$ cat config.mk
export PLATFORM = sky130hd
export DESIGN_NAME = adc_ctrl
export DESIGN_NICKNAME = d
export VERILOG_FILES = /design/src/hw/adc_pkg.sv /design/src/hw/sar_if.sv /design/src/hw/sar_engine.sv /design/src/hw/adc_ctrl.sv
export SDC_FILE = /design/constraint.sdc
export NUM_CORES = 1
export LEC_CHECK = 0
export CAP_MARGIN = 5
export CORE_MARGIN = 10
export CORE_UTILIZATION = 28
export DETAILED_ROUTE_END_ITERATION = 12
export DONT_BUFFER_PORTS = 1
export GPL_TIMING_DRIVEN = 0
export PLACE_DENSITY = 0.51
export SLEW_MARGIN = 15
export SYNTH_ARGS = -nofsm -noshare
export SYNTH_HDL_FRONTEND = slang
export SYNTH_SLANG_ARGS = --single-unit
$ cat constraint.sdc
create_clock -name pclk -period 1.9 [get_ports pclk]
set_input_delay 0.38 -clock pclk [delete_from_list [all_inputs] [get_ports pclk]]
set_output_delay 0.38 -clock pclk [all_outputs]
set_load 0.01 [all_outputs]
$ cat src/hw/adc_pkg.sv
package adc_pkg;
  // Clock
  localparam int CLK_PERIOD_NS = 8;
  // Widths
  localparam int RES_W = 10;
  localparam int CH_W = 4;
  localparam int ADDR_W = 12;
  localparam int IDX_W = 10;
  localparam int STAB_W = 16;
  // Register indices; byte address is four times the index
  localparam logic [IDX_W-1:0] IDX_CSR = 10'h070;
  localparam logic [IDX_W-1:0] IDX_RES_HI = 10'h071;
  localparam logic [IDX_W-1:0] IDX_RES_LO = 10'h072;
  localparam logic [IDX_W-1:0] IDX_IRQ_STAT = 10'h073;
  localparam logic [IDX_W-1:0] IDX_IRQ_MASK = 10'h074;
  // Control/status fields
  localparam int CSR_DONE_BIT = 7;
  localparam int CSR_SPEED_BIT = 6;
  localparam int CSR_ON_BIT = 5;
  localparam int CSR_RSVD_BIT = 4;
  localparam int CH_LSB = 0;
  localparam int HI_LSB = 2;
  localparam int LO_W = 2;
  localparam int IRQ_DONE_BIT = 0;
  // Reset and fixed codes
  localparam logic [CH_W-1:0] CH_RESET = 4'h0;
  localparam logic [RES_W-1:0] RES_ZERO = 10'h000;
  localparam logic [RES_W-1:0] RES_FULL = 10'h3ff;
  localparam logic [RES_W-1:0] TRIAL_MSB = 10'h200;
  // Converter clock terminal counts: /4 and /2
  localparam logic [1:0] DIV_SLOW = 2'h3;
  localparam logic [1:0] DIV_FAST = 2'h1;
  // Conversion timing in converter clocks
  localparam logic [3:0] SAMPLE_TICKS = 4'h4;
  localparam logic [3:0] MSB_IDX = 4'h9;
  localparam logic [3:0] LSB_IDX = 4'h0;
  localparam logic [3:0] ONE4 = 4'h1;

  typedef enum logic [1:0] {s_idle, s_sample, s_step} sar_state_t;
endpackage

$ cat src/hw/sar_if.sv
`timescale 1ns/100ps
interface sar_if;
  // Control from the register side
  logic run;
  logic abort;
  logic tick;
  logic cmp;
  // Converter state and result
  logic sampling;
  logic [adc_pkg::RES_W-1:0] trial;
  logic done;
  logic [adc_pkg::RES_W-1:0] result;

  modport ctrl (output run, abort, tick, cmp, input sampling, trial, done, result);
  modport engine (input run, abort, tick, cmp, output sampling, trial, done, result);
endinterface

$ cat src/hw/sar_engine.sv
`timescale 1ns/100ps
module sar_engine (
  // Clock and reset
  input wire logic pclk,
  input wire logic presetn,
  // Carrier to the register side
  sar_if.engine sar
);
  import adc_pkg::*;

  sar_state_t st_q, st_d;
  logic [3:0] cnt_q, cnt_d;
  logic half_q, half_d;
  logic [RES_W-1:0] trial_q, trial_d, res_q, res_d;
  logic samp_q, samp_d, done_q, done_d;
  logic all1_q, all1_d, all0_q, all0_d;

  assign sar.sampling = samp_q;
  assign sar.trial = trial_q;
  assign sar.done = done_q;
  assign sar.result = res_q;

  // Sample window, then one bit per two converter clocks, MSB first
  always_comb begin
    logic [RES_W-1:0] kept;
    kept = trial_q;
    kept[cnt_q] = sar.cmp;
    st_d = st_q;
    cnt_d = cnt_q;
    half_d = half_q;
    trial_d = trial_q;
    res_d = res_q;
    done_d = 1'b0;
    all1_d = all1_q;
    all0_d = all0_q;
    case (st_q)
      s_idle: begin
        st_d = s_sample;
        cnt_d = LSB_IDX;
      end
      s_sample: begin
        if (sar.tick) begin
          if (cnt_q == SAMPLE_TICKS - ONE4) begin
            st_d = s_step;
            cnt_d = MSB_IDX;
            half_d = 1'b0;
            trial_d = TRIAL_MSB;
            all1_d = 1'b1;
            all0_d = 1'b1;
          end else begin
            cnt_d = cnt_q + ONE4;
          end
        end
      end
      s_step: begin
        // The first clock lets the trial settle past the comparator synchroniser
        if (sar.tick) begin
          half_d = ~half_q;
          if (half_q) begin
            trial_d = kept;
            all1_d = all1_q & sar.cmp;
            all0_d = all0_q & ~sar.cmp;
            if (cnt_q == LSB_IDX) begin
              // Comparator stuck high or low gives all ones or zero
              res_d = kept;
              done_d = 1'b1;
              st_d = s_sample;
              cnt_d = LSB_IDX;
              trial_d = RES_ZERO;
            end else begin
              trial_d[cnt_q - ONE4] = 1'b1;
              cnt_d = cnt_q - ONE4;
            end
          end
        end
      end
      default: st_d = s_idle;
    endcase
    // Off, halt or channel change drops the conversion in flight
    if (sar.abort || !sar.run) begin
      st_d = s_idle;
      trial_d = RES_ZERO;
      done_d = 1'b0;
    end
    samp_d = (st_d == s_sample);
  end

  // State registers
  always_ff @(posedge pclk or negedge presetn) begin
    if (!presetn) begin
      st_q <= s_idle;
      cnt_q <= LSB_IDX;
      half_q <= 1'b0;
      trial_q <= RES_ZERO;
      res_q <= RES_ZERO;
      samp_q <= 1'b0;
      done_q <= 1'b0;
      all1_q <= 1'b0;
      all0_q <= 1'b0;
    end else begin
      st_q <= st_d;
      cnt_q <= cnt_d;
      half_q <= half_d;
      trial_q <= trial_d;
      res_q <= res_d;
      samp_q <= samp_d;
      done_q <= done_d;
      all1_q <= all1_d;
      all0_q <= all0_d;
    end
  end
endmodule // sar_engine

$ cat src/hw/adc_ctrl.sv
// Summary of operation
// - Input above upper reference reads all ones
// - Input below lower reference reads zero
// - Four-bit field picks input zero to fifteen
// - Converter on starts continuous back-to-back conversion
// - Converter off stops conversion in progress
// - Conversion end stores result, sets done flag
// - High-byte read or control write clears done
// - New channel aborts, clears done, restarts
// - Speed bit picks clock divide four or two
// - Control register resets zero, done read-only
// - High byte returns result bits nine to two
// - Low register returns bits one, zero; rest zero
// - Wait unaffected; halt disables, then stabilization wait
//
// The address map and the APB interface to the registers were chosen for this implementation.
`timescale 1ns/100ps
module adc_ctrl #(
  parameter int STAB_TIME_NS = 1000
) (
  // Clock and reset
  input wire logic pclk,
  input wire logic presetn,
  // APB slave
  input wire logic psel,
  input wire logic penable,
  input wire logic pwrite,
  input wire logic [adc_pkg::ADDR_W-1:0] paddr,
  input wire logic [31:0] pwdata,
  output logic [31:0] prdata,
  output logic pready,
  output logic pslverr,
  // Power mode from the system
  input wire logic halt_mode,
  // Analog front end
  output logic [adc_pkg::CH_W-1:0] channel_select,
  output logic converter_enable,
  output logic sample_hold,
  output logic [adc_pkg::RES_W-1:0] dac_code,
  input wire logic cmp_in,
  // Interrupt
  output logic irq
);
  import adc_pkg::*;

  localparam int STAB_CYCLES = (STAB_TIME_NS + CLK_PERIOD_NS - 1) / CLK_PERIOD_NS;

  sar_if sar ();

  // Register index from a byte address
  function automatic logic [IDX_W-1:0] reg_idx(input logic [ADDR_W-1:0] a);
    return a[ADDR_W-1:2];
  endfunction

  logic eoc_q, eoc_d, speed_q, speed_d, on_q, on_d, rsvd_q, rsvd_d;
  logic [CH_W-1:0] ch_q, ch_d;
  logic [RES_W-1:0] result_q, result_d;
  logic stat_q, stat_d, mask_q, mask_d, irq_q, irq_d;
  logic [1:0] div_q, div_d;
  logic [STAB_W-1:0] stab_q, stab_d;
  logic cmp_s1_q, cmp_s2_q;
  logic en_q, en_d;
  logic [31:0] prdata_q, prdata_d;
  logic pready_q, pready_d, pslverr_q, pslverr_d;
  logic setup, fire, wr_csr, rd_hi, abort, tick, rd_err;
  logic [7:0] csr_byte;
  logic [31:0] rdata;

  assign prdata = prdata_q;
  assign pready = pready_q;
  assign pslverr = pslverr_q;
  assign channel_select = ch_q;
  assign converter_enable = en_q;
  assign sample_hold = sar.sampling;
  assign dac_code = sar.trial;
  assign irq = irq_q;

  // Bus phases; writes and read side effects land on the completing edge
  assign setup = psel & ~penable;
  assign fire = psel & penable & pready_q;
  assign wr_csr = fire & pwrite & (reg_idx(paddr) == IDX_CSR);
  assign rd_hi = fire & ~pwrite & (reg_idx(paddr) == IDX_RES_HI);
  assign abort = wr_csr & (pwdata[CH_LSB +: CH_W] != ch_q);
  assign csr_byte = {eoc_q, speed_q, on_q, rsvd_q, ch_q};

  // Converter clock as a one-cycle enable
  assign tick = (div_q == (speed_q ? DIV_FAST : DIV_SLOW));

  // Carrier drive
  assign sar.tick = tick;
  assign sar.cmp = cmp_s2_q;
  assign sar.abort = abort;
  assign sar.run = on_q & ~halt_mode & (stab_q == '0);

  // Read multiplexer, sampled in the setup cycle
  always_comb begin
    rdata = 32'h0000_0000;
    rd_err = 1'b0;
    case (reg_idx(paddr))
      IDX_CSR: rdata = 32'(csr_byte);
      IDX_RES_HI: rdata = 32'(result_q[RES_W-1:HI_LSB]);
      IDX_RES_LO: rdata = 32'(result_q[LO_W-1:0]);
      IDX_IRQ_STAT: rdata = 32'(stat_q);
      IDX_IRQ_MASK: rdata = 32'(mask_q);
      default: rd_err = 1'b1;
    endcase
  end

  // Bus answer: one wait-free access phase, error on unmapped index
  always_comb begin
    pready_d = setup;
    pslverr_d = setup & rd_err;
    prdata_d = setup ? rdata : prdata_q;
  end

  // Control/status, result and interrupt next values
  always_comb begin
    speed_d = speed_q;
    on_d = on_q;
    rsvd_d = rsvd_q;
    ch_d = ch_q;
    result_d = result_q;
    eoc_d = eoc_q;
    mask_d = mask_q;
    stat_d = stat_q;
    if (wr_csr) begin
      speed_d = pwdata[CSR_SPEED_BIT];
      on_d = pwdata[CSR_ON_BIT];
      rsvd_d = pwdata[CSR_RSVD_BIT];
      ch_d = pwdata[CH_LSB +: CH_W];
    end
    if (fire && pwrite && reg_idx(paddr) == IDX_IRQ_MASK) begin
      mask_d = pwdata[IRQ_DONE_BIT];
    end
    if (fire && pwrite && reg_idx(paddr) == IDX_IRQ_STAT && pwdata[IRQ_DONE_BIT]) begin
      stat_d = 1'b0;
    end
    // Done flag: read of high byte or any control write clears it
    if (wr_csr || rd_hi) begin
      eoc_d = 1'b0;
    end
    // A finishing conversion wins over a clear in the same cycle
    if (sar.done) begin
      result_d = sar.result;
      eoc_d = 1'b1;
      stat_d = 1'b1;
    end
    irq_d = stat_d & mask_d;
  end

  // Divider, halt recovery and analog enable
  always_comb begin
    div_d = tick ? 2'h0 : div_q + 2'h1;
    // Halt reloads the stabilization wait; conversions resume when it expires
    if (halt_mode) begin
      stab_d = STAB_W'(STAB_CYCLES);
    end else if (stab_q != '0) begin
      stab_d = stab_q - STAB_W'(1);
    end else begin
      stab_d = stab_q;
    end
    en_d = on_q & ~halt_mode;
  end

  // Register file and bus answer
  always_ff @(posedge pclk or negedge presetn) begin
    if (!presetn) begin
      eoc_q <= 1'b0;
      speed_q <= 1'b0;
      on_q <= 1'b0;
      rsvd_q <= 1'b0;
      ch_q <= CH_RESET;
      result_q <= RES_ZERO;
      stat_q <= 1'b0;
      mask_q <= 1'b0;
      irq_q <= 1'b0;
      prdata_q <= 32'h0000_0000;
      pready_q <= 1'b0;
      pslverr_q <= 1'b0;
    end else begin
      eoc_q <= eoc_d;
      speed_q <= speed_d;
      on_q <= on_d;
      rsvd_q <= rsvd_d;
      ch_q <= ch_d;
      result_q <= result_d;
      stat_q <= stat_d;
      mask_q <= mask_d;
      irq_q <= irq_d;
      prdata_q <= prdata_d;
      pready_q <= pready_d;
      pslverr_q <= pslverr_d;
    end
  end

  // Timing state; comparator pin is asynchronous so it is synchronised first
  always_ff @(posedge pclk or negedge presetn) begin
    if (!presetn) begin
      div_q <= 2'h0;
      stab_q <= '0;
      en_q <= 1'b0;
      cmp_s1_q <= 1'b0;
      cmp_s2_q <= 1'b0;
    end else begin
      div_q <= div_d;
      stab_q <= stab_d;
      en_q <= en_d;
      cmp_s1_q <= cmp_in;
      cmp_s2_q <= cmp_s1_q;
    end
  end

  sar_engine u_engine (
    .pclk(pclk),
    .presetn(presetn),
    .sar(sar.engine)
  );
endmodule // adc_ctrl

==> flow_metrics.py, run 1 <==
metrics = {
    "status": {
        "status": "finished with violations",
        "violations": "negative hold slack, negative setup slack",
    },
    "synth": {
        "netlist_area_sq_um": 4320,
        "yosys_most_used_dff": "dfrtp_1",
        "synth_xor_area_share_pct": 3.85,
        "yosysMostFrequentCell": "dfrtp_1",
        "netlist.area_leader.share_pct": 46.9,
        "synth_compound_area_share_pct": 12.1,
        "synth.distinct_cells": 59,
        "synth_mux_area_share_pct": 8.05,
        "synth_adder_area_share_pct": 2.90,
        "yosys.area.top_type": "dfrtp_1",
        "ys_async_sr_fraction_pct": 100,
        "synth.area.top_cells": "dfrtp_1 47%, mux2_2 5.2%, nand2_1 4.9%, buf_4 4.2%, nor2_1 3.3%",
        "synth_top_family_by_area": "simple AND/OR/NAND/NOR gates",
        "yosysWarnings": 0,
        "yosysSeqAreaShare_pct": 46.9,
        "yosys-top-cells-count": "81 x dfrtp_1, 56 x nand2_1, 38 x nor2_1, 24 x buf_4, 20 x mux2_2",
        "synth-simple-area-share_pct": 18.8,
        "synth_cells": 442,
        "synth_edf_count": 0,
        "synth.avg_cell_area_sq_um": 9.77,
        "synth.ff_latch_count": 81,
    },
    "floorplan": {
        "coreArea_sq_um": 15100,
        "dieArea_sq_um": 20800,
        "die_y_um": 144,
        "io_pins": 102,
        "start_util_pct": 28.5,
        "die_w_um": 144,
        "std_cell_rows": 45,
    },
    "global_routing": {
        "grt_pass1_vias": 3323,
        "antenna_found_initial": 2,
        "overflow": 0,
        "grt_usage_pct": 10.4,
        "grt_pass1_wl_um": 17100,
        "grt_max_degree": 82,
    },
    "worst_hold_path": {
        "hold_path.class": "in -> async",
    },
    "place": {
        "place_area_sq_um": 4670,
        "post-place-cells": 653,
        "hpwl_um": 7770,
        "port_buffers": 0,
        "place.gp.congestion": 0.837,
    },
    "timing": {
        "tns_ns": -2.79,
        "hold_ws_ns": -0.268,
        "finalHoldViolCount": 81,
        "slew-limit-headroom_pct": 61.7,
        "min_period_over_period_pct": 111,
        "setup_viol": 27,
        "timing.fmax_mhz": 476,
        "layout_setup_ws_ns": -0.200,
        "worst_pin_slew_ns": 0.574,
        "drv_slew": 0,
        "min_period_ns": 2.10,
        "clock_skew_ns": 0.00978,
        "rsz0062_at_grt": "true",
    },
    "drt": {
        "drt_drc_violations_left": 0,
        "drt_first_iter_violations": 197,
        "vias_per_cell": 4.87,
        "wirelength_um": 11100,
        "routedWlPerCell_um": 16.0,
        "ant_nets": 0,
        "drtPass1Iterations": 4,
        "vias": 3363,
    },
    "finish": {
        "syn_to_final_growth_pct": 26.1,
        "multiInputGateArea_sq_um": 2310,
        "drive_gt1_share_pct": 29.1,
        "final_cells": 691,
        "fill_cells": 1521,
        "finalNetCount": 557,
        "final_area_sq_um": 5450,
        "seqCellArea_sq_um": 2030,
    },
    "critical_path": {
        "path_class": "reg -> reg",
        "endpoint_kind": "register",
        "required_ns": 2.11,
        "cp_max_fo": 6,
        "rr_worst_depth": 6,
        "worstPathArrival_ns": 2.31,
        "cp-start-kind": "register",
    },
    "clock_network": {
        "clk_latency_ns": 0.34,
        "h-tree-depth": 3,
        "cts-root-buf": "clkbuf_16",
        "cts_buffers": 9,
        "cts_sinks": 81,
        "cts_max_path_buffers": 2,
        "clk_pin_slew_ns": 0.06,
        "cts_tree": "built",
    },
    "pwr": {
        "power_density_nw_per_um2": 699,
        "p_leak_nw": 2.41,
        "vdd.ir_drop.worst_uv": 375,
    },
    "run": {
        "maxCapViolations": 0,
    },
}
cell usage in the layout, fill, tap and decap left out, types with 3 or more instances in the layout:
cell and instances:
conb_1 24, buf_6 3, nand3_2 4, o22ai_1 4, xnor2_1 5, o21ai_0 15, mux2_2 20, o21ai_1 3
nor2b_1 5, and2_1 3, nor2_4 4, nor3_1 7, nor2_1 33, or4_4 5, clkbuf_8 3, xor2_1 13
buf_4 42, a21oi_1 7, mux2i_1 10, nand3b_1 3, clkbuf_2 4, a22oi_1 9, dfrtp_1 78, dfrtp_2 3
nand2_1 54, nand3_1 11, nor2_2 3, a21o_1 7, nand2b_1 8, clkbuf_1 4, clkbuf_16 10, nand4_1 3
a21oi_2 8, ha_1 7, inv_1 13
flip-flops by register name, summed over array words and instances, names as in the netlist, 2 cells and up:
register / flops
result_q: 10
prdata: 8
u_engine.st_q: 2
div_q: 2
u_engine.cnt_q: 4
u_engine.sar.result: 10
stab_q: 16
u_engine.sar.trial: 10
channel_select: 4
worst max-delay path: stages (launching register included):
cell and delay (ns):
dfrtp_1 0.39, or4_4 0.56, or4_4 0.47, nor2_4 0.19, nand4b_1 0.14, xor2_1 0.17
nor2_1 0.06
path summary, 6_finish.rpt:
path | slack [ns] | start | end
worst max-delay path | -0.20 | stab_q[6] | stab_q[13]
worst min-delay path | -0.27 | presetn | u_engine.cnt_q[3]
worst max register to register | -0.20 | stab_q[6] | stab_q[13]
worst min register to register | 0.36 | cmp_s1_q | cmp_s2_q
max in group asynchronous | 2.04 | presetn | prdata[0]
min in group pclk | 0.07 | cmp_in | cmp_s1_q
metrics by stage:
stage | worst slack (ns) | hold WS, ns | utilization (%) | power [mW]
after floorplan | -0.183 | 0.0844 | - | 1.89
after global placement | -0.591 | 0.0898 | 30.8 | 1.91
after detailed placement | -0.645 | 0.0893 | 30.8 | 1.91
after CTS | -0.190 | -0.276 | 34.7 | 3.84
after global routing | -0.263 | -0.283 | 35.9 | 3.96
final | -0.200 | -0.268 | 36.0 | 3.81
where the power goes:
part           switching [mW]  leakage [nW]  internal, mW  total, mW
clock                   0.707         0.159          1.19       1.90
combinational          0.0823          1.17        0.0796      0.162
sequential             0.0109          1.09          1.74       1.75
total                   0.800          2.41          3.01       3.81
cell families (layout without fill, tap and decap cells):
| family | after synthesis | after routing |
|---|---|---|
| AND/OR/NAND/NOR | 164 | 164 |
| flip-flops | 81 | 81 |
| AO/OA/AOI/OAI | 79 | 79 |
| buffers and inverters | 57 | 93 |
| multiplexers | 31 | 31 |
| XOR/XNOR | 19 | 19 |
| adder cells (fa/ha/maj) | 10 | 10 |
| other | 1 | 26 |
routing by layer:
layer | part of all wire, % | vias to the layer above | global-route usage, %
li1 | - | 1604 | -
met1 | 41 | 1656 | 12.1
met2 | 48 | 90 | 17.0
met3 | 9.1 | 13 | 4.10
met4 | 1.5 | 0 | 3.83
met5 | 0 | - | 0
cell type report:
class,count,area share [%]
antenna,2,0.0919
multi-input combinational,327,42.4
sequential,81,37.3
inverter,16,1.10
timing repair buffer,23,3.70
tap,188,4.32
buffer,38,5.03
clock buffer,10,4.39
clock inverter,6,1.65
timing repair:
action	4_1_cts	5_1_grt
buffers inserted	20	1
resized for setup	32	36
gates cloned	1	1
endpoints found under the hold margin	81	81
endpoints found under the setup margin	44	44
pin swaps	14	6
(Power assumes the default switching activity.)
==> run 2, diff against run 1 <==
- ABC_AREA: unset -> 1
- CORE_MARGIN: 10 -> 2
==> flow_metrics.py, run 2 <==
metrics = {
    "timing": {
        "setup_viol": 0,
        "timing.fmax_mhz": 589,
        "tns_ns": 0,
        "min_period_over_period_pct": 89.3,
        "hold_ws_ns": -0.272,
        "rsz0062_at_grt": "false",
        "drv_slew": 0,
        "min_period_ns": 1.70,
        "clock_skew_ns": 0.0126,
        "finalHoldViolCount": 81,
    },
    "status": {
        "status": "finished with violations",
        "violations": "negative hold slack",
    },
    "clock_network": {
        "cts_sinks": 81,
        "cts_buffers": 9,
        "clk_pin_slew_ns": 0.07,
        "cts-root-buf": "clkbuf_16",
        "cts_max_path_buffers": 2,
        "cts_tree": "built",
        "h-tree-depth": 3,
        "clk_latency_ns": 0.35,
        "postCtsSetupBuffers": 0,
    },
    "critical_path": {
        "required_ns": 2.12,
        "worstPathArrival_ns": 1.92,
        "cp_slowest_cell": "dfrtp_1",
        "slowest_delay_ns": 0.41,
        "cp-start-kind": "register",
        "r2r_start": "u_engine.cnt_q[1]",
        "crit_family": "buffers and inverters",
        "path_class": "reg -> reg",
        "crit_start": "u_engine.cnt_q[1]",
        "endpoint_kind": "register",
        "path_buf_inv": 4,
        "cp_max_fo": 10,
        "worstPathCellList": "inv_1 -> ha_4 -> nand2_2 -> inv_2 -> nand2_1 -> nor2_1 -> inv_1 -> buf_2 -> nand2_1 -> o21ai_1",
    },
    "finish": {
        "largest_register_ffs": 16,
        "multiInputGateArea_sq_um": 2120,
        "antenna_cells": 0,
        "final_common_cell": "nand2_1",
        "finalNetCount": 689,
        "largest_register": "stab_q",
        "seqCellArea_sq_um": 2030,
        "drive_gt1_share_pct": 15.2,
        "layout_common_cells": "173 x nand2_1, 81 x dfrtp_1, 58 x inv_1, 56 x nor2_1, 33 x nand3_1",
        "fill_cells": 1674,
        "utilization_pct": 33.0,
        "syn_to_final_growth_pct": 15.4,
    },
    "synth": {
        "yosys.area.top_type": "dfrtp_1",
        "yosysSeqAreaShare_pct": 44.8,
        "yosys-top-cells-count": "173 x nand2_1, 81 x dfrtp_1, 60 x inv_1, 56 x nor2_1, 33 x nand3_1",
        "synth.avg_cell_area_sq_um": 7.62,
        "yosys_most_used_dff": "dfrtp_1",
        "synth_cells": 594,
        "synth.ff_latch_count": 81,
        "netlist_area_sq_um": 4530,
        "synth.area.top_cells": "dfrtp_1 45%, nand2_1 14%, inv_1 5.0%, nor2_1 4.6%, buf_4 4.1%",
        "synth.distinct_cells": 36,
        "yosysMostFrequentCell": "nand2_1",
        "netlist.area_leader.share_pct": 44.8,
        "yosysWarnings": 0,
        "ys_async_sr_fraction_pct": 100,
        "synth_edf_count": 0,
    },
    "drt": {
        "drt_drc_violations_left": 0,
        "vias": 3676,
        "routedWlPerCell_um": 12.3,
        "drtPass1Iterations": 4,
        "vias_per_cell": 4.33,
        "drt_first_iter_violations": 265,
        "wirelength_um": 10500,
        "ant_nets": 0,
    },
    "global_routing": {
        "grt_usage_pct": 13.0,
        "grt_max_degree": 82,
        "grt_pass1_vias": 3609,
        "grt_pass1_wl_um": 18100,
        "overflow": 0,
        "antenna_found_initial": 0,
    },
    "place": {
        "port_buffers": 0,
        "hpwl_um": 7710,
        "place.gp.congestion": 0.876,
    },
    "floorplan": {
        "die_w_um": 131,
        "std_cell_rows": 46,
        "die_y_um": 131,
        "start_util_pct": 28.6,
        "dieArea_sq_um": 17200,
        "io_pins": 102,
        "coreArea_sq_um": 15800,
    },
    "run": {
        "maxCapViolations": 0,
    },
    "pwr": {
        "p_leak_nw": 2.60,
        "vdd.ir_drop.worst_uv": 421,
        "power_density_nw_per_um2": 711,
    },
    "worst_hold_path": {
        "hold_path.class": "in -> async",
    },
}
==> run 2: cell count changes after synthesis, moves of 12 or more <==
cell,previous run,this run
inv_1,15,60
o21ai_1,1,18
mux2_2,20,0
nor2_2,1,13
nor2_1,38,56
nand3_1,15,33
nand2_1,56,173
==> run 2: cells by family after synthesis <==
kind of cell / share of synthesized area [%]
and+or+nand+nor: 30.8
other: 0.0828
DFF: 44.8
xor gates and xnor gates: 1.55
adders and majority gates: 2.76
buffers and inverters: 10.8
AOI/OAI and AO/OA: 9.17
==> run 2: report_power, final <==
group | switching [mW] | total [mW] | internal [mW]
Clock | 0.723 | 1.82 | 1.10
Combinational | 0.0855 | 0.143 | 0.0573
Sequential | 0.0140 | 1.75 | 1.74
Total | 0.823 | 3.72 | 2.89
==> run 2: per-stage QoR <==
step | hold WS [ns] | setup WS [ns] | instances | instance area [sq um] | power (mW)
finish | -0.272 | 0.203 | 849 | 5230 | 3.72
CTS | -0.293 | 0.0446 | 849 | 5200 | 3.77
detailed placement | 0.0880 | 0.0629 | 833 | 4880 | 1.93
floorplan | 0.0844 | 0.387 | 617 | 4610 | 1.91
global placement | 0.0873 | 0.120 | 833 | 4880 | 1.93
global route | -0.300 | 0.0128 | 849 | 5230 | 3.86
==> run 2: area by class of cell <==
type	count	share of cell area, %
buffer	32	4.19
tap	216	5.17
inverter	71	5.20
clock inverter	5	1.17
multi-input combinational	433	40.7
sequential	81	38.8
clock buffer	11	4.84
==> run 2: path summary, 6_finish.rpt <==
path,endpoint,slack [ns],cells after the start
min,pslverr,-0.27,0
min in group pclk,cmp_s1_q,0.06,0
max,u_engine.sar.result[6],0.20,10
min reg2reg,cmp_s2_q,0.36,0
max in group asynchronous,u_engine.cnt_q[3],2.04,0
max reg2reg,u_engine.sar.result[6],0.20,10
==> run 2: metal layers <==
layer | vias up | global-route usage, % | wire [um]
li1 | 1905 | - | -
met1 | 1678 | 16.9 | 4880
met2 | 83 | 19.3 | 4600
met3 | 10 | 5.09 | 852
met4 | 0 | 5.13 | 138
met5 | - | 0 | 0
==> run 2: worst reg2reg max path: cells and delay by family, from the launching register on <==
family / cells / cell delay, ns
DFF: 1 / 0.41
and+or+nand+nor: 4 / 0.37
AOI/OAI and AO/OA: 1 / 0.06
adders and majority gates: 1 / 0.21
buffers and inverters: 4 / 0.53
==> run 2: timing repair <==
| action | in CTS | in global routing |
|---|---|---|
| gates resized for setup | 0 | 8 |
| hold endpoints to repair | 81 | 81 |
| setup endpoints to repair | 0 | 25 |
